==> config.mk <==
export PLATFORM = sky130hd
export DESIGN_NAME = usr_core
export DESIGN_NICKNAME = d
export VERILOG_FILES = /design/src/rtl/usr_pkg.sv /design/src/rtl/usr_edge_if.sv /design/src/rtl/usr_core.sv /design/src/rtl/usr_edge.sv /design/src/rtl/usr_tx.sv
export SDC_FILE = /design/constraint.sdc
export NUM_CORES = 1
export LEC_CHECK = 0
export BUFFER_PORTS_ARGS = -buffer_cell sky130_fd_sc_hd__buf_2
export CORE_ASPECT_RATIO = 0.75
export CORE_MARGIN = 1.5
export CORE_UTILIZATION = 67
export CTS_CLUSTER_SIZE = 12
export DETAILED_ROUTE_END_ITERATION = 10
export GPL_ROUTABILITY_DRIVEN = 0
export PLACE_DENSITY_LB_ADDON = 0.1
export SYNTH_ARGS = -nofsm -noshare
export SYNTH_HDL_FRONTEND = slang
export SYNTH_SLANG_ARGS = --single-unit
export TNS_END_PERCENT = 10
==> constraint.sdc <==
create_clock -name clk_i -period 10.46 [get_ports clk_i]
set_clock_uncertainty 0.2 [all_clocks]
set_input_delay 2.092 -clock clk_i [delete_from_list [all_inputs] [get_ports clk_i]]
set_output_delay 2.092 -clock clk_i [all_outputs]
set_load 0.01 [all_outputs]
==> src/rtl/usr_pkg.sv <==
// Shared constants, field positions and types of the serial receiver core
package usr_pkg;

  // ***********************************************************
  // Mode word fields
  // ***********************************************************
  localparam int MD_BAUD_LSB = 0;
  localparam int MD_LEN_LSB  = 2;
  localparam int MD_PEN      = 4;
  localparam int MD_PEVEN    = 5;
  localparam int MD_STOP_LSB = 6;
  localparam int MD_EXT_SYNC = 6;
  localparam int MD_SINGLE   = 7;

  localparam logic [1:0] BAUD_SYNC = 2'h0;
  localparam logic [1:0] BAUD_X16  = 2'h2;
  localparam logic [1:0] BAUD_X64  = 2'h3;
  localparam logic [1:0] STOP_15   = 2'h2;
  localparam logic [1:0] STOP_TWO  = 2'h3;

  localparam logic [6:0] RATE_X1   = 7'h01;
  localparam logic [6:0] RATE_X16  = 7'h10;
  localparam logic [6:0] RATE_X64  = 7'h40;
  localparam logic [3:0] CHAR_MIN  = 4'h5;
  localparam logic [3:0] CHAR_MAX  = 4'h8;

  // ***********************************************************
  // Command word bits and status read layout
  // ***********************************************************
  localparam int CMD_TRANSMIT_ENABLE_BIT = 0;
  localparam int CMD_RXE  = 2;
  localparam int CMD_BRK  = 3;
  localparam int CMD_ERST = 4;
  localparam int CMD_IRST = 6;
  localparam int CMD_HUNT = 7;

  localparam int ST_TRANSMIT_HOLDING_FREE = 0;
  localparam int ST_RECEIVE_CHAR_AVAILABLE = 1;
  localparam int ST_TXE   = 2;
  localparam int ST_PE    = 3;
  localparam int ST_OE    = 4;
  localparam int ST_FE    = 5;
  localparam int ST_SYN   = 6;

  localparam logic [7:0] MODE_RST = 8'h00;
  localparam logic [7:0] CMD_RST  = 8'h00;
  localparam logic [7:0] SYNC_RST = 8'h00;

  typedef enum logic [1:0] {PH_MODE, PH_SYNC1, PH_SYNC2, PH_CMD} usr_phase_t;
  typedef enum logic [2:0] {RX_IDLE, RX_START, RX_DATA, RX_PAR, RX_STOP, RX_HUNT, RX_SYN2} usr_rx_t;

  function automatic logic [6:0] usr_edges(input logic [1:0] baud);
    return (baud == BAUD_X16) ? RATE_X16 : (baud == BAUD_X64) ? RATE_X64 : RATE_X1;
  endfunction : usr_edges

endpackage : usr_pkg

==> src/rtl/usr_edge_if.sv <==
// Edge pulses of one sampled bit clock, passed between core modules
`timescale 1ns/100ps
interface usr_edge_if;
  logic rise;
  logic fall;
  modport src (output rise, output fall);
  modport dst (input rise, input fall);
endinterface : usr_edge_if

==> src/rtl/usr_core.sv <==
// Serial transceiver core: processor port, control-word sequencer, receiver and flags
`timescale 1ns/100ps
// ***********************************************************
// ***********************************************************
module usr_core #(
  parameter int DATA_W = 8,
  parameter int CNT_W  = 7
) (
  input  wire logic              clk_i,
  input  wire logic              nrst_i,
  input  wire logic              cs_n_i,
  input  wire logic              rd_n_i,
  input  wire logic              wr_n_i,
  input  wire logic              cd_i,
  input  wire logic [DATA_W-1:0] data_i,
  output logic      [DATA_W-1:0] data_o,
  output logic                   data_oe_o,
  input  wire logic              receive_bit_clock_i,
  input  wire logic              rxd_i,
  input  wire logic              transmit_bit_clock_i,
  input  wire logic              cts_n_i,
  output logic                   txd_o,
  output logic                   receive_char_available_o,
  output logic                   transmit_holding_free_o,
  output logic                   tx_empty_o,
  input  wire logic              sync_found_or_line_break_i,
  output logic                   sync_found_or_line_break_o,
  output logic                   sync_found_or_line_break_oe_o
);
  import usr_pkg::*;

  if (DATA_W != 8 || CNT_W < 7) begin : g_bad_param
    $error("usr_core serves an 8-bit port and at least 7-bit counters only");
  end

  // ***********************************************************
  // Processor strobes
  // ***********************************************************
  logic wr_act;
  logic rd_act;
  logic wr_q;
  logic rd_q;
  logic wr_ctl;
  logic wr_dat;
  logic rd_sts;
  logic rd_dat;

  assign wr_act = ~cs_n_i & ~wr_n_i;
  assign rd_act = ~cs_n_i & ~rd_n_i;
  assign wr_ctl = wr_act & ~wr_q & cd_i;
  assign wr_dat = wr_act & ~wr_q & ~cd_i;
  assign rd_sts = rd_act & ~rd_q & cd_i;
  assign rd_dat = rd_act & ~rd_q & ~cd_i;

  always_ff @(posedge clk_i or negedge nrst_i) begin
    if (!nrst_i) begin
      wr_q <= 1'b0;
      rd_q <= 1'b0;
    end else begin
      wr_q <= wr_act;
      rd_q <= rd_act;
    end
  end

  // ***********************************************************
  // Control-word sequencer
  // ***********************************************************
  usr_phase_t phase;
  logic [7:0] mode;
  logic [7:0] cmd;
  logic [7:0] sync1;
  logic [7:0] sync2;
  logic       srst;
  logic       erst;
  logic       hunt_go;

  // A command with the restart bit wipes the run state, so the next control write is a mode word
  assign srst    = wr_ctl && phase == PH_CMD && data_i[CMD_IRST];
  assign erst    = wr_ctl && phase == PH_CMD && data_i[CMD_ERST] && !srst;
  assign hunt_go = wr_ctl && phase == PH_CMD && data_i[CMD_HUNT] && !srst;

  // Zero-filled mode writes land in sync mode, so the host init sequence drains into the command phase
  always_ff @(posedge clk_i or negedge nrst_i) begin
    if (!nrst_i) begin
      phase <= PH_MODE;
      mode  <= MODE_RST;
      cmd   <= CMD_RST;
      sync1 <= SYNC_RST;
      sync2 <= SYNC_RST;
    end else if (wr_ctl) begin
      unique case (phase)
        PH_MODE: begin
          mode  <= data_i;
          phase <= (data_i[MD_BAUD_LSB +: 2] == BAUD_SYNC) ? PH_SYNC1 : PH_CMD;
        end
        PH_SYNC1: begin
          sync1 <= data_i;
          phase <= mode[MD_SINGLE] ? PH_CMD : PH_SYNC2;
        end
        PH_SYNC2: begin
          sync2 <= data_i;
          phase <= PH_CMD;
        end
        PH_CMD: begin
          if (data_i[CMD_IRST]) begin
            phase <= PH_MODE;
            cmd   <= CMD_RST;
          end else begin
            cmd <= data_i;
          end
        end
      endcase
    end
  end

  // ***********************************************************
  // Decoded mode fields
  // ***********************************************************
  logic       is_sync;
  logic       ext_sync;
  logic       pen;
  logic [3:0] nlen;
  logic [6:0] edges;
  logic [7:0] cmask;

  assign is_sync  = mode[MD_BAUD_LSB +: 2] == BAUD_SYNC;
  assign ext_sync = is_sync && mode[MD_EXT_SYNC];
  assign pen      = mode[MD_PEN];
  assign nlen     = CHAR_MIN + {2'h0, mode[MD_LEN_LSB +: 2]};
  assign edges    = usr_edges(mode[MD_BAUD_LSB +: 2]);
  assign cmask    = 8'hff >> (CHAR_MAX - nlen);

  // ***********************************************************
  // Bit clock edges
  // ***********************************************************
  usr_edge_if rx_ck ();
  usr_edge_if tx_ck ();

  usr_edge u_rx_edge (
    .clk_i  (clk_i),
    .nrst_i (nrst_i),
    .line_i (receive_bit_clock_i),
    .edge_o (rx_ck)
  );

  usr_edge u_tx_edge (
    .clk_i  (clk_i),
    .nrst_i (nrst_i),
    .line_i (transmit_bit_clock_i),
    .edge_o (tx_ck)
  );

  // ***********************************************************
  // Receiver sequencer
  // ***********************************************************
  usr_rx_t    rx_st;
  logic [6:0] rx_cnt;
  logic [2:0] bitn;
  logic [7:0] rx_sh;
  logic [7:0] next_sh;
  logic [7:0] aligned;
  logic       line_q;
  logic       syn_in_q;
  logic       ext_arm;
  logic       samp;
  logic       last_bit;
  logic       hunt_hit;

  assign next_sh  = {rxd_i, rx_sh[7:1]};
  assign aligned  = next_sh >> (CHAR_MAX - nlen);
  assign samp     = rx_ck.rise && rx_cnt == '0 && rx_st != RX_IDLE && !srst && !hunt_go;
  assign last_bit = {1'b0, bitn} == nlen - 4'h1;
  assign hunt_hit = samp && ((rx_st == RX_HUNT && mode[MD_SINGLE] && aligned == (sync1 & cmask)) ||
                             (rx_st == RX_SYN2 && last_bit && aligned == (sync2 & cmask)));

  // Line level at the previous rising edge for falling edge search; external sync input as of the previous system clock
  always_ff @(posedge clk_i or negedge nrst_i) begin
    if (!nrst_i) begin
      line_q   <= 1'b1;
      syn_in_q <= 1'b0;
    end else begin
      syn_in_q <= sync_found_or_line_break_i;
      if (rx_ck.rise) begin
        line_q <= rxd_i;
      end
    end
  end

  // Parity after a hunted sync character is skipped, after the first or the second sync alike
  always_ff @(posedge clk_i or negedge nrst_i) begin
    if (!nrst_i) begin
      rx_st   <= RX_IDLE;
      rx_cnt  <= '0;
      bitn    <= '0;
      rx_sh   <= '0;
      ext_arm <= 1'b0;
    end else if (srst) begin
      rx_st   <= RX_IDLE;
      rx_cnt  <= '0;
      bitn    <= '0;
      rx_sh   <= '0;
      ext_arm <= 1'b0;
    end else if (hunt_go && is_sync && !ext_sync) begin
      rx_st  <= RX_HUNT;
      rx_cnt <= '0;
      rx_sh  <= '0;
    end else if (rx_st == RX_IDLE) begin
      if (ext_sync) begin
        if (ext_arm && rx_ck.fall) begin
          rx_st   <= RX_DATA;
          rx_cnt  <= '0;
          bitn    <= '0;
          ext_arm <= 1'b0;
        end else if (sync_found_or_line_break_i && !syn_in_q) begin
          ext_arm <= 1'b1;
        end
      end else if (!is_sync && rx_ck.rise && line_q && !rxd_i) begin
        bitn <= '0;
        if (edges == RATE_X1) begin
          rx_st  <= RX_DATA;
          rx_cnt <= '0;
        end else begin
          rx_st  <= RX_START;
          rx_cnt <= (edges >> 1) - 7'h1;
        end
      end
    end else if (rx_ck.rise) begin
      if (rx_cnt != '0) begin
        rx_cnt <= rx_cnt - 7'h1;
      end else begin
        rx_cnt <= edges - 7'h1;
        unique case (rx_st)
          RX_IDLE: begin
          end
          RX_START: begin
            rx_st <= rxd_i ? RX_IDLE : RX_DATA;
          end
          RX_DATA: begin
            rx_sh <= next_sh;
            bitn  <= last_bit ? 3'h0 : bitn + 3'h1;
            if (last_bit) begin
              rx_st <= pen ? RX_PAR : (is_sync ? RX_DATA : RX_STOP);
            end
          end
          RX_PAR: begin
            rx_st <= is_sync ? RX_DATA : RX_STOP;
          end
          RX_STOP: begin
            rx_st <= RX_IDLE;
          end
          RX_HUNT: begin
            rx_sh <= next_sh;
            if (aligned == (sync1 & cmask)) begin
              rx_st <= mode[MD_SINGLE] ? RX_DATA : RX_SYN2;
              bitn  <= '0;
            end
          end
          RX_SYN2: begin
            rx_sh <= next_sh;
            bitn  <= last_bit ? 3'h0 : bitn + 3'h1;
            if (last_bit) begin
              rx_st <= hunt_hit ? RX_DATA : RX_HUNT;
            end
          end
        endcase
      end
    end
  end

  // ***********************************************************
  // Character capture
  // ***********************************************************
  logic       rx_done;
  logic [7:0] done_dat;
  logic       done_par_ok;
  logic       done_stop;
  logic       done_pzero;

  always_ff @(posedge clk_i or negedge nrst_i) begin
    if (!nrst_i) begin
      rx_done     <= 1'b0;
      done_dat    <= '0;
      done_par_ok <= 1'b1;
      done_stop   <= 1'b1;
      done_pzero  <= 1'b1;
    end else begin
      rx_done <= 1'b0;
      if (samp && rx_st == RX_DATA && last_bit) begin
        done_dat    <= aligned;
        done_par_ok <= 1'b1;
        done_stop   <= 1'b1;
        done_pzero  <= 1'b1;
        rx_done     <= is_sync && !pen;
      end else if (samp && rx_st == RX_PAR) begin
        done_par_ok <= rxd_i == (^done_dat ^ ~mode[MD_PEVEN]);
        done_pzero  <= ~rxd_i;
        rx_done     <= is_sync;
      end else if (samp && rx_st == RX_STOP) begin
        done_stop <= rxd_i;
        rx_done   <= 1'b1;
      end
    end
  end

  // ***********************************************************
  // Receive buffer and flags
  // ***********************************************************
  logic [7:0] rbuf;
  logic       receive_char_available;
  logic       ld;
  logic       pe;
  logic       oe;
  logic       fe;
  logic       brk;
  logic       sync_found_pin;

  assign ld = rx_done && cmd[CMD_RXE] && done_stop;

  // A new character wins over a same-cycle read, so ready is never lost
  always_ff @(posedge clk_i or negedge nrst_i) begin
    if (!nrst_i) begin
      rbuf  <= '0;
      receive_char_available <= 1'b0;
      oe    <= 1'b0;
    end else if (srst) begin
      receive_char_available <= 1'b0;
      oe    <= 1'b0;
    end else begin
      if (ld) begin
        rbuf  <= done_dat;
        receive_char_available <= 1'b1;
      end else if (rd_dat) begin
        receive_char_available <= 1'b0;
      end
      if (ld && receive_char_available && !rd_dat) begin
        oe <= 1'b1;
      end else if (erst) begin
        oe <= 1'b0;
      end
    end
  end

  // Parity errors only flag; a bad stop bit also drops the character; the receiver keeps running regardless
  always_ff @(posedge clk_i or negedge nrst_i) begin
    if (!nrst_i) begin
      pe <= 1'b0;
      fe <= 1'b0;
    end else if (srst) begin
      pe <= 1'b0;
      fe <= 1'b0;
    end else begin
      if (rx_done && !done_par_ok) begin
        pe <= 1'b1;
      end else if (erst) begin
        pe <= 1'b0;
      end
      if (rx_done && !is_sync && !done_stop) begin
        fe <= 1'b1;
      end else if (erst) begin
        fe <= 1'b0;
      end
    end
  end

  always_ff @(posedge clk_i or negedge nrst_i) begin
    if (!nrst_i) begin
      brk    <= 1'b0;
      sync_found_pin <= 1'b0;
    end else if (srst) begin
      brk    <= 1'b0;
      sync_found_pin <= 1'b0;
    end else begin
      if (rx_done && !is_sync && done_dat == '0 && done_pzero && !done_stop) begin
        brk <= 1'b1;
      end else if (rxd_i) begin
        brk <= 1'b0;
      end
      if (hunt_hit) begin
        sync_found_pin <= 1'b1;
      end else if (rd_sts) begin
        sync_found_pin <= 1'b0;
      end
    end
  end

  // ***********************************************************
  // Transmit holding register
  // ***********************************************************
  logic [7:0] thr;
  logic       thr_full;
  logic       tx_busy;
  logic       tx_go;
  logic       prog_done;

  assign prog_done = phase == PH_CMD;
  assign tx_go     = thr_full && !tx_busy && cmd[CMD_TRANSMIT_ENABLE_BIT] && !cts_n_i;

  always_ff @(posedge clk_i or negedge nrst_i) begin
    if (!nrst_i) begin
      thr      <= '0;
      thr_full <= 1'b0;
    end else if (srst) begin
      thr_full <= 1'b0;
    end else if (wr_dat) begin
      thr      <= data_i;
      thr_full <= 1'b1;
    end else if (tx_go) begin
      thr_full <= 1'b0;
    end
  end

  usr_tx u_tx (
    .clk_i  (clk_i),
    .nrst_i (nrst_i),
    .srst_i (srst),
    .tclk   (tx_ck),
    .mode_i (mode),
    .go_i   (tx_go),
    .data_i (thr),
    .brk_i  (cmd[CMD_BRK]),
    .txd_o  (txd_o),
    .busy_o (tx_busy)
  );

  // ***********************************************************
  // Read path and pins
  // ***********************************************************
  logic [7:0] status;
  logic       transmit_holding_free_st;

  assign transmit_holding_free_st = prog_done && !thr_full;

  always_comb begin
    status           = '0;
    status[ST_TRANSMIT_HOLDING_FREE] = transmit_holding_free_st;
    status[ST_RECEIVE_CHAR_AVAILABLE] = receive_char_available;
    status[ST_TXE]   = !thr_full && !tx_busy;
    status[ST_PE]    = pe;
    status[ST_OE]    = oe;
    status[ST_FE]    = fe;
    status[ST_SYN]   = is_sync ? sync_found_pin : brk;
  end

  // Read data is caught at the strobe's leading edge and held while it lasts
  always_ff @(posedge clk_i or negedge nrst_i) begin
    if (!nrst_i) begin
      data_o    <= '0;
      data_oe_o <= 1'b0;
    end else begin
      data_oe_o <= rd_act;
      if (rd_sts) begin
        data_o <= status;
      end else if (rd_dat) begin
        data_o <= rbuf;
      end
    end
  end

  assign receive_char_available_o      = receive_char_available;
  assign transmit_holding_free_o       = transmit_holding_free_st && cmd[CMD_TRANSMIT_ENABLE_BIT] && !cts_n_i;
  assign tx_empty_o                    = !thr_full && !tx_busy;
  assign sync_found_or_line_break_oe_o = !ext_sync;
  assign sync_found_or_line_break_o    = is_sync ? sync_found_pin : brk;

endmodule : usr_core

==> src/rtl/usr_edge.sv <==
// Rising and falling edge detector for a bit clock sampled by the system clock
`timescale 1ns/100ps
module usr_edge (
  input  wire logic clk_i,
  input  wire logic nrst_i,
  input  wire logic line_i,
  usr_edge_if.src   edge_o
);
  logic line_q;

  always_ff @(posedge clk_i or negedge nrst_i) begin
    if (!nrst_i) begin
      line_q <= 1'b0;
    end else begin
      line_q <= line_i;
    end
  end

  assign edge_o.rise = line_i & ~line_q;
  assign edge_o.fall = ~line_i & line_q;
endmodule : usr_edge

==> src/rtl/usr_tx.sv <==
// Transmit framer and shifter driven by falling transmit clock edges
`timescale 1ns/100ps
module usr_tx (
  input  wire logic       clk_i,
  input  wire logic       nrst_i,
  input  wire logic       srst_i,
  usr_edge_if.dst         tclk,
  input  wire logic [7:0] mode_i,
  input  wire logic       go_i,
  input  wire logic [7:0] data_i,
  input  wire logic       brk_i,
  output logic            txd_o,
  output logic            busy_o
);
  import usr_pkg::*;

  logic [11:0] frame;
  logic [11:0] sh;
  logic [3:0]  nbits;
  logic [3:0]  nlen;
  logic [3:0]  left;
  logic [6:0]  cnt;
  logic [6:0]  edges;
  logic        async;
  logic        half_stop;
  logic [1:0]  stop;

  assign edges     = usr_edges(mode_i[MD_BAUD_LSB +: 2]);
  assign async     = mode_i[MD_BAUD_LSB +: 2] != BAUD_SYNC;
  assign stop      = mode_i[MD_STOP_LSB +: 2];
  assign half_stop = async && stop == STOP_15 && edges != RATE_X1;

  always_comb begin
    nlen  = CHAR_MIN + {2'h0, mode_i[MD_LEN_LSB +: 2]};
    frame = '1;
    nbits = 4'h0;
    if (async) begin
      frame[0] = 1'b0;
      nbits    = 4'h1;
    end
    for (int i = 0; i < 8; i++) begin
      if (i < int'(nlen)) begin
        frame[nbits + 4'(i)] = data_i[i];
      end
    end
    nbits = nbits + nlen;
    if (mode_i[MD_PEN]) begin
      frame[nbits] = ^(data_i & (8'hff >> (CHAR_MAX - nlen))) ^ ~mode_i[MD_PEVEN];
      nbits        = nbits + 4'h1;
    end
    if (async) begin
      nbits = nbits + ((stop == STOP_TWO || (stop == STOP_15 && !half_stop)) ? 4'h2 : 4'h1);
    end
  end

  // Stop bits stay high because the frame is preset to ones
  always_ff @(posedge clk_i or negedge nrst_i) begin
    if (!nrst_i) begin
      sh     <= '1;
      left   <= '0;
      cnt    <= '0;
      busy_o <= 1'b0;
    end else if (srst_i) begin
      sh     <= '1;
      left   <= '0;
      cnt    <= '0;
      busy_o <= 1'b0;
    end else if (go_i && !busy_o) begin
      sh     <= frame;
      left   <= nbits;
      cnt    <= '0;
      busy_o <= 1'b1;
    end else if (busy_o && tclk.fall) begin
      if (cnt != '0) begin
        cnt <= cnt - 7'h1;
      end else if (left == '0) begin
        busy_o <= 1'b0;
      end else begin
        sh   <= {1'b1, sh[11:1]};
        left <= left - 4'h1;
        cnt  <= (left == 4'h1 && half_stop) ? edges + (edges >> 1) - 7'h1 : edges - 7'h1;
      end
    end
  end

  always_ff @(posedge clk_i or negedge nrst_i) begin
    if (!nrst_i) begin
      txd_o <= 1'b1;
    end else if (brk_i) begin
      txd_o <= 1'b0;
    end else if (busy_o && tclk.fall && cnt == '0 && left != '0) begin
      txd_o <= sh[0];
    end else if (!busy_o) begin
      txd_o <= 1'b1;
    end
  end
endmodule : usr_tx

Yosys cells after proc, flatten, opt, wreduce, memory -nomap -nowiden
Index checks and enable logic that the tools add are counted.

word-level totals
  bits in registers = 126
  input port bits = 19
  logic and storage cells = 438

cells by class
  add/sub/neg operators = 21
  $lt $le $gt $ge = 26
  eq/ne operators = 39
  shift-type cells = 2
  multiplexer cells = 154
  bitwise gates (word level) = 28
  reduce and logical (&&, ||, !) cells = 132

operator list
  operator                                                                       count
  12-bit 2-to-1 mux                                                              14
  7-bit 2-to-1 mux                                                               17
  12-bit bitwise mux                                                             9
  3-bit 2-to-1 mux                                                               25
  8-bit 2-to-1 mux                                                               8
  1-bit logical AND                                                              62
  1-bit 2-to-1 mux                                                               56
  3-bit nonzero test                                                             14
  4-bit by 5-bit less-than comparator with 1-bit output (second input constant)  8
  1-bit demux with 4-bit select                                                  9
  4-bit by 1-bit >= comparator with 1-bit output (second input constant)         8
  4-bit 2-to-1 mux                                                               8
  7-bit by 1-bit subtractor with 7-bit output (second input constant)            4
  8-bit AND                                                                      3
  3-bit case mux with 6 select lines                                             1
  2-bit AND reduction                                                            9
  1-bit by 3-bit adder with 4-bit output (second input constant)                 4
  8-bit == test                                                                  2
  3-bit by 4-bit less-than comparator with 1-bit output (first input constant)   4
  8-bit XOR reduction                                                            2
  1-bit logical NOT                                                              14
  7-bit logical NOT                                                              2
  7-bit nonzero test                                                             2
  2-bit == test (second input constant)                                          6
  56 further kinds                                                               111

Longest topological paths before layout
Gate-level depths: netlist of run 1.

  depth after elaboration = 26
  depth in mapped cells = 16
  depth with buffers taken out = 14

Cells and area by module
From an unflattened synthesis of run 1, not the netlist that was laid out.

second synthesis, totals
  cells, all modules = 787
  area, all modules = 7,587.3 um^2

modules (own cells, without submodules)
  module    instances  cells an instance  area an instance (um^2)  seq. area each (um^2)
  usr_core  1          538                5,462.7                  2,432.3
  usr_tx    1          243                2,044.5                  641.9
  usr_edge  2          3                  40.0                     25.0

Least setup slack after synthesis of run 1
OpenSTA, ideal clock, no wires.

  path kind = in2out
  start point = input cts_n_i
  end point = output transmit_holding_free_o
  arrival time = 2.563 ns
  required time = 8.168 ns
  slack = 5.605 ns
  cell stages on the path = 1
  path through = nor4b_1

between the ends
  longest elaborated chain between the ends = 2

RTL lines
  element             RTL line         RTL
  start: declaration  usr_core.sv:21   input wire logic cts_n_i,
  1-bit logical NOT   usr_core.sv:460  assign transmit_holding_free_o = transmit_holding_free_st && cmd[CMD_TRANSMIT_ENABLE_BIT] && !cts_n_i;
  1-bit logical AND   usr_core.sv:460
  end: declaration    usr_core.sv:24   output logic transmit_holding_free_o,

No other way between the ends.

Worst setup path in the final report of run 1
  start point = input cd_i
  end point = register rx_st[0]

between the ends
  longest elaborated chain between the ends = 16

RTL lines
  element                             RTL line                         RTL
  start: declaration                  usr_core.sv:14                   input wire logic cd_i,
  1-bit AND *                         usr_core.sv:50                   assign wr_ctl = wr_act & ~wr_q & cd_i;
  1-bit logical AND *                 usr_core.sv:78, usr_core.sv:80
  1-bit logical AND                   usr_core.sv:78                   assign srst = wr_ctl && phase == PH_CMD && data_i[CMD_IRST];
  1-bit logical NOT                   usr_core.sv:80, usr_core.sv:171
  1-bit logical AND                   usr_core.sv:80                   assign hunt_go = wr_ctl && phase == PH_CMD && data_i[CMD_HUNT] && !srst;
  1-bit logical NOT                   usr_core.sv:171                  assign samp = rx_ck.rise && rx_cnt == '0 && rx_st != RX_IDLE && !srst && !hunt_go;
  1-bit logical AND                   usr_core.sv:171
  1-bit logical AND                   usr_core.sv:173                  assign hunt_hit = samp && ((rx_st == RX_HUNT && mode[MD_SINGLE] && aligned == (sync1 & cmask)) ||
  3-bit 2-to-1 mux                    usr_core.sv:262                  rx_st <= hunt_hit ? RX_DATA : RX_HUNT;
  3-bit 2-to-1 mux                    usr_core.sv:261                  if (last_bit) begin
  3-bit case mux with 6 select lines  usr_core.sv:232                  unique case (rx_st)
  3-bit 2-to-1 mux                    usr_core.sv:228                  if (rx_cnt != '0) begin
  3-bit 2-to-1 mux                    usr_core.sv:227                  end else if (rx_ck.rise) begin
  3-bit 2-to-1 mux                    usr_core.sv:207                  end else if (rx_st == RX_IDLE) begin
  3-bit 2-to-1 mux                    usr_core.sv:203                  end else if (hunt_go && is_sync && !ext_sync) begin
  3-bit 2-to-1 mux                    usr_core.sv:197                  end else if (srst) begin
  end signal: assignment              usr_core.sv:236                  rx_st <= rxd_i ? RX_IDLE : RX_DATA;
  end signal: assignment              usr_core.sv:242                  rx_st <= pen ? RX_PAR : (is_sync ? RX_DATA : RX_STOP);
  end signal: assignment              usr_core.sv:246                  rx_st <= is_sync ? RX_DATA : RX_STOP;
  end: declaration                    usr_core.sv:156                  usr_rx_t rx_st;

Mark *: on every way between the ends. The rest lies on a longest branch, timed or not. The select of a mux whose other input is x is not followed.
A chain may end at the register's enable or synchronous reset.

==> results of run 1 <==
==> flip-flops by register name, indices dropped and copies added (netlist names), 2 cells and up <==
signal	count
bitn	3
cmd	3
data_o	8
done_dat	8
mode	8
phase	2
rbuf	8
rx_cnt	7
rx_sh	7
rx_st	3
sync1	8
sync2	8
thr	8
u_tx.cnt	7
u_tx.left	4
u_tx.sh	12
==> how the worst max path moves through the flow <==
stage                                   start                      end  slack [ns]
after floorplan                       cts_n_i  transmit_holding_free_o        5.61
after global placement                cts_n_i  transmit_holding_free_o        5.52
after detailed placement                 cd_i     rx_st[0]$_DFFE_PN0P_        5.25
after CTS                             cts_n_i  transmit_holding_free_o        5.53
after global routing      mode[2]$_DFFE_PN0P_     rx_st[0]$_DFFE_PN0P_        5.31
final                                    cd_i     rx_st[0]$_DFFE_PN0P_        5.53
==> worst max-delay path, cell delays in order <==
cell and delay (ns):
buf_2 0.27, nand4bb_1 0.30, nor4_1 0.71, nor3_1 0.21, a211oi_2 0.68, nand3_1 0.21
o21ai_2 0.27, o311ai_0 0.16, o21ai_0 0.15
==> cells in the final DEF (no fill, tap or decap), drive strengths merged, types with 5 or more instances in the layout <==
cell / n
dfrtp: 107
nand2: 100
o21ai: 73
nor2: 65
a21oi: 51
mux2: 40
buf: 39
inv: 38
mux2i: 28
ha: 28
xnor2: 25
clkbuf: 24
nand3: 22
dfstp: 17
nor3: 17
nand2b: 13
xor2: 13
nor2b: 10
a211oi: 10
o211ai: 7
a31oi: 6
a21o: 5
nand3b: 5
nor3b: 5
clkinv: 5
nor4: 5
==> cells by family (layout without fill, tap and decap cells) <==
kind of cell	Yosys count	after routing	share of synthesized area [%]
compound gates	192	192	15.91
xor+xnor	38	38	4.451
fa+ha+maj	30	30	5.221
buf+inv	67	109	3.681
flops	124	124	41.78
mux	72	72	10.98
simple gates	275	275	17.97
==> report_power, final <==
part	total (mW)	internal, mW	switching [mW]	leakage, nW
Sequential	0.831	0.642	0.189	1.56
Combinational	1.17	0.486	0.686	1.86
Clock	0.553	0.343	0.210	0.270
Total	2.56	1.47	1.09	3.69
==> layout make-up <==
type	count	area, sq um	area share [%]
multi-input cells	607	4084	49.26
clock inverters	8	70.07	0.8452
repair buffers	39	212.7	2.566
flip-flops and latches	124	3124	37.68
inverters	38	142.6	1.720
well taps	140	175.2	2.113
clock buffers	24	481.7	5.810
==> through the flow <==
| step | hold slack, ns | util (%) | total power, mW |
|---|---|---|---|
| after floorplan | 0.1689 | - | 1.679 |
| after global placement | 0.1865 | 70.99 | 1.890 |
| after detailed placement | 0.1981 | 70.99 | 1.962 |
| after CTS | 0.2106 | 76.06 | 2.528 |
| after global routing | 0.2267 | 76.06 | 2.713 |
| final | 0.2107 | 76.06 | 2.556 |
==> metal layers <==
metal	vias to the layer above	wire, um	global-route usage [%]
li1	2915	-	-
met1	3060	8352	45.90
met2	287	8588	51.64
met3	52	1592	8.272
met4	0	454	13.26
met5	-	0	0
==> flow_summary.ini, run 1 <==
[clocking]
maximum_count_of_clock_buffers_along_a_single_path = 2
cts_post_setup_buffers_inserted = 0
clock_sinks = 124
cts_resized = 0
ctsRootBufferMaster = clkbuf_16
clkLatencyLatePin_ns = 0.43
cts-htree-levels = 4
cts_made_buffers = 17
cts_tree = done
cts.reportedPaths.clkPinSlew_ns = 0.06
cts_hold_repair.buffers = 0

[sta]
setup_ws_ns = 5.533
max_freq_mhz = 203.0
rsz0062_at_grt = false
finalCriticalPeriod_ns = 4.927
drv_slew = 0
post-route-period-util_pct = 47.11
timing.final.hold_violations = 0
tightestPinTransition_ns = 1.012
setup-tns-final_ns = 0
setup_violations = 0
worst_slew_margin_rel_pct = 32.53

[synthesis]
mappedNetlistNets = 847
yosysSeqAreaShare_pct = 41.78
synth.cell_area_sq_mm = 0.007477
synthMostInstantiatedCell = dfrtp_1
synth_enable_flop_cells = 0
postSynth.asyncResetShare_pct = 100.0
dominantRegCellSynth = dfrtp_1
synth.yosys.warnings = 0
synth_seq_cells = 124
synth_area_leaders = dfrtp_1 (36%), mux2_2 (6.0%), dfstp_2 (6.0%)
synth.distinct_cells = 77
yosys-top-cells-count = dfrtp_1 (107), nand2_1 (100), o21ai_0 (70)
yosysTopAreaCell = dfrtp_1
post-synth-top-area-fraction_pct = 35.81
syn-mean-instance-area_sq_um = 9.370
syn-instance-count = 798

[worst_setup_path]
path_class = primary input to flip-flop
worst_flop_to_flop_path_endpoint = bitn[2]$_DFFE_PN0P_
crit_required_ns = 10.59
setup.worst_path.start_class = primary input
timing.critical_path.to_type = flip-flop
reg2reg_depth = 10
r2r-start = mode[2]$_DFFE_PN0P_
setup_slack_of_the_worst_register_to_register_path_ns = 5.57
critical_path_arrival_ns = 5.05
crit_fanout = 15

[min_path]
worst_hold_path_type = flip-flop to flip-flop
min_delay_path_depth = 1
min_to = u_tx.txd_o$_DFFE_PN1P_
hold_wc_startpoint = cmd[3]$_DFFE_PN0N_

[die]
die_y_um = 94.49
row_count = 33
start_util_pct = 68.60
design.core.area_sq_mm = 0.01090
pin_count = 34
dieWidth_um = 125.0
dieArea_sq_mm = 0.01181

[global_routing]
grt_antenna_before_repair = 0
grt_max_degree = 73
first_global_vias = 6094
gr-usage-all-layers_pct = 33.42
globalRouteOverflowTotal = 0
grt_first_pass_wirelength_mm = 30.82

[detailed_routing]
finalWirelength_mm = 18.99
dr_total_vias = 6314
dr.first_iter.drc_count = 531
wire_per_inst_um = 19.38
drc_markers = 0
via_per_inst = 6.443
firstDrtPassIters = 6
route.antenna.remaining_nets = 0

[placed_design]
total_of_buffers_placed_on_input_and_output_ports = 33
preCtsSetupSlack_ns = 5.253
dp.final_hpwl_mm = 13.72
total_cell_area_at_the_placement_stage_sq_mm = 0.007739
place.detailed.instances = 948

[cells_and_area]
final_net_count = 876
area_growth_syn_to_layout_pct = 10.88
post_route_cells_drive_above_1_share_pct = 17.38
finalNonFillerCells = 980
n_fill_cell = 738
antenna_cells = 0
finalInstanceArea_sq_mm = 0.008290

[flow_run]
cap_violations = 0

[status]
result_of_the_run = finished clean

[pwr]
power.density_mw_per_mm2 = 308.3
p_leak_nw = 3.687
peakVddDrop_uv = 171.3
(Power assumes the default switching activity.)
==> inputs of run 2 (changes only) <==
--- a/config.mk
+++ b/config.mk
@@ -8,7 +8,7 @@
 export BUFFER_PORTS_ARGS = -buffer_cell sky130_fd_sc_hd__buf_2
 export CORE_ASPECT_RATIO = 0.75
 export CORE_MARGIN = 1.5
-export CORE_UTILIZATION = 67
+export CORE_UTILIZATION = 62
 export CTS_CLUSTER_SIZE = 12
 export DETAILED_ROUTE_END_ITERATION = 10
 export GPL_ROUTABILITY_DRIVEN = 0
==> constraint.sdc (replaced) <==
create_clock -name clk_i -period 5.15 [get_ports clk_i]
set_clock_uncertainty 0.2 [all_clocks]
set_input_delay 1.03 -clock clk_i [delete_from_list [all_inputs] [get_ports clk_i]]
set_output_delay 1.03 -clock clk_i [all_outputs]
set_load 0.01 [all_outputs]
==> run 2 against run 1 <==
Flip-flop and latch count is the same. Setup slack lost 4.6 ns. Critical endpoint is now bitn[2]$_DFFE_PN0P_. Highest routed layer unchanged. Largest power group unchanged. First-iteration DRC count grew 33%.
==> flow_summary.ini, run 2 (synthesis gave the netlist of run 1 again) <==
[flow_run]
cap_violations = 0

[placed_design]
place.detailed.instances = 974
total_of_buffers_placed_on_input_and_output_ports = 33
total_cell_area_at_the_placement_stage_sq_mm = 0.007796
dp.final_hpwl_mm = 13.79

[die]
pin_count = 34
row_count = 34
start_util_pct = 64.15
die_y_um = 98.11
dieArea_sq_mm = 0.01273
dieWidth_um = 129.8
design.core.area_sq_mm = 0.01166

[cells_and_area]
finalNonFillerCells = 1006
antenna_cells = 0
layout_commonest_cell = dfrtp_1
max_flop_register = u_tx.sh
finalInstanceArea_sq_mm = 0.008347
area_growth_syn_to_layout_pct = 11.63
post_route_cells_drive_above_1_share_pct = 18.25
final_cell_mix = dfrtp_1 (107), nand2_1 (100), o21ai_0 (70)
final_net_count = 880
largest_register_ff_count = 12
n_fill_cell = 867

[clocking]
cts_post_setup_buffers_inserted = 0
cts.reportedPaths.clkPinSlew_ns = 0.06
ctsRootBufferMaster = clkbuf_16
cts_tree = done
cts_resized = 0
maximum_count_of_clock_buffers_along_a_single_path = 2
clkLatencyLatePin_ns = 0.42
cts-htree-levels = 4
clock_sinks = 124
cts_made_buffers = 17
cts_hold_repair.buffers = 0

[worst_setup_path]
setup_slack_of_the_worst_register_to_register_path_ns = 0.96
worst_flop_to_flop_path_endpoint = bitn[2]$_DFFE_PN0P_
crit_fanout = 26
critical_path_arrival_ns = 4.27
crit_required_ns = 5.23
cp.buffers_inverters = 3
r2r-start = mode[2]$_DFFE_PN0P_
critPathSlowestCell = ha_1
path_class = flip-flop to flip-flop
setup.worst_path.start_class = flip-flop
reg2reg_depth = 11
cp_top_family = compound AO/OA/AOI/OAI gates
timing.critical_path.to_type = flip-flop
crit_path_max_incr_delay_ns = 0.83
critical_path.cell_chain = buf_4, inv_1, ha_1, mux4_2, inv_1, o221ai_1, o32ai_1, nor3b_1, a21oi_1, o21ai_0, o21ai_0

[min_path]
hold_wc_startpoint = cmd[3]$_DFFE_PN0N_
worst_hold_path_type = flip-flop to flip-flop
min_delay_path_depth = 1
min_to = u_tx.txd_o$_DFFE_PN1P_

[sta]
post-route-period-util_pct = 81.32
tightestPinTransition_ns = 1.197
finalCriticalPeriod_ns = 4.188
rsz0062_at_grt = false
setup_violations = 0
hold_ws_ns = 0.1952
timing.final.hold_violations = 0
drv_slew = 0
max_freq_mhz = 238.8
setup-tns-final_ns = 0
worst_slew_margin_rel_pct = 19.10

[global_routing]
gr-usage-all-layers_pct = 31.89
grt_first_pass_wirelength_mm = 31.15
grt_antenna_before_repair = 0
first_global_vias = 6112
grt_max_degree = 48
globalRouteOverflowTotal = 0

[detailed_routing]
finalWirelength_mm = 19.35
firstDrtPassIters = 6
drc_markers = 0
wire_per_inst_um = 19.23
route.antenna.remaining_nets = 0
dr_total_vias = 6387
dr.first_iter.drc_count = 706
via_per_inst = 6.349

[pwr]
fin_total_pwr_mw = 5.202
power.density_mw_per_mm2 = 623.3
peakVddDrop_uv = 407.7
p_leak_nw = 3.702

[status]
result_of_the_run = finished clean
[run 2: changes by cell type in the layout (fill, tap and decap cells not counted), sizes merged]
cell	before	now
buf	39	43
clkbuf	24	17
clkinv	5	8
clkinvlp	2	4
inv	38	40
[run 2: per-stage QoR]
| stage | util (%) | setup slack [ns] |
|---|---|---|
| 6_report | 71.61 | 0.9621 |
| 5_1_grt | 71.61 | 0.7044 |
| 4_1_cts | 71.61 | 1.012 |
| 3_5_place_dp | 66.88 | 1.029 |
| 3_3_place_gp | 66.88 | 1.127 |
| 2_1_floorplan | - | 1.521 |
[run 2: report_power, final]
part / total (mW) / switching [mW] / internal [mW]
combinational: 2.43 / 1.44 / 0.994
sequential: 1.64 / 0.341 / 1.30
clock: 1.13 / 0.467 / 0.660
[run 2: area by class of cell]
cell class	count	area, sq um	share of cell area, %
multi-input combinational	607	4084	48.93
clock buffer	17	425.4	5.097
timing repair buffer	43	242.7	2.908
sequential	124	3124	37.43
inverter	38	142.6	1.709
clock inverter	15	125.1	1.499
tap	162	202.7	2.428
[run 2: worst max path at each step]
stage                                   start                        to  cells after the start
after floorplan           mode[0]$_DFFE_PN0P_  u_tx.left[3]$_DFFE_PN0P_                     16
after global placement              data_i[7]      rx_st[1]$_DFFE_PN0P_                      9
after detailed placement  mode[2]$_DFFE_PN0P_       bitn[2]$_DFFE_PN0P_                     11
after CTS                 mode[2]$_DFFE_PN0P_       bitn[2]$_DFFE_PN0P_                     11
after global routing      mode[2]$_DFFE_PN0P_       bitn[2]$_DFFE_PN0P_                     11
final                     mode[2]$_DFFE_PN0P_       bitn[2]$_DFFE_PN0P_                     11
[run 2: routing by layer]
layer | up-vias | global-route usage, % | share of wire (%)
met1 | 3085 | 45.21 | 44
met5 | - | 0 | 0
met2 | 345 | 47.78 | 43
met4 | 0 | 8.974 | 2.0
li1 | 2914 | - | -
met3 | 43 | 9.370 | 11
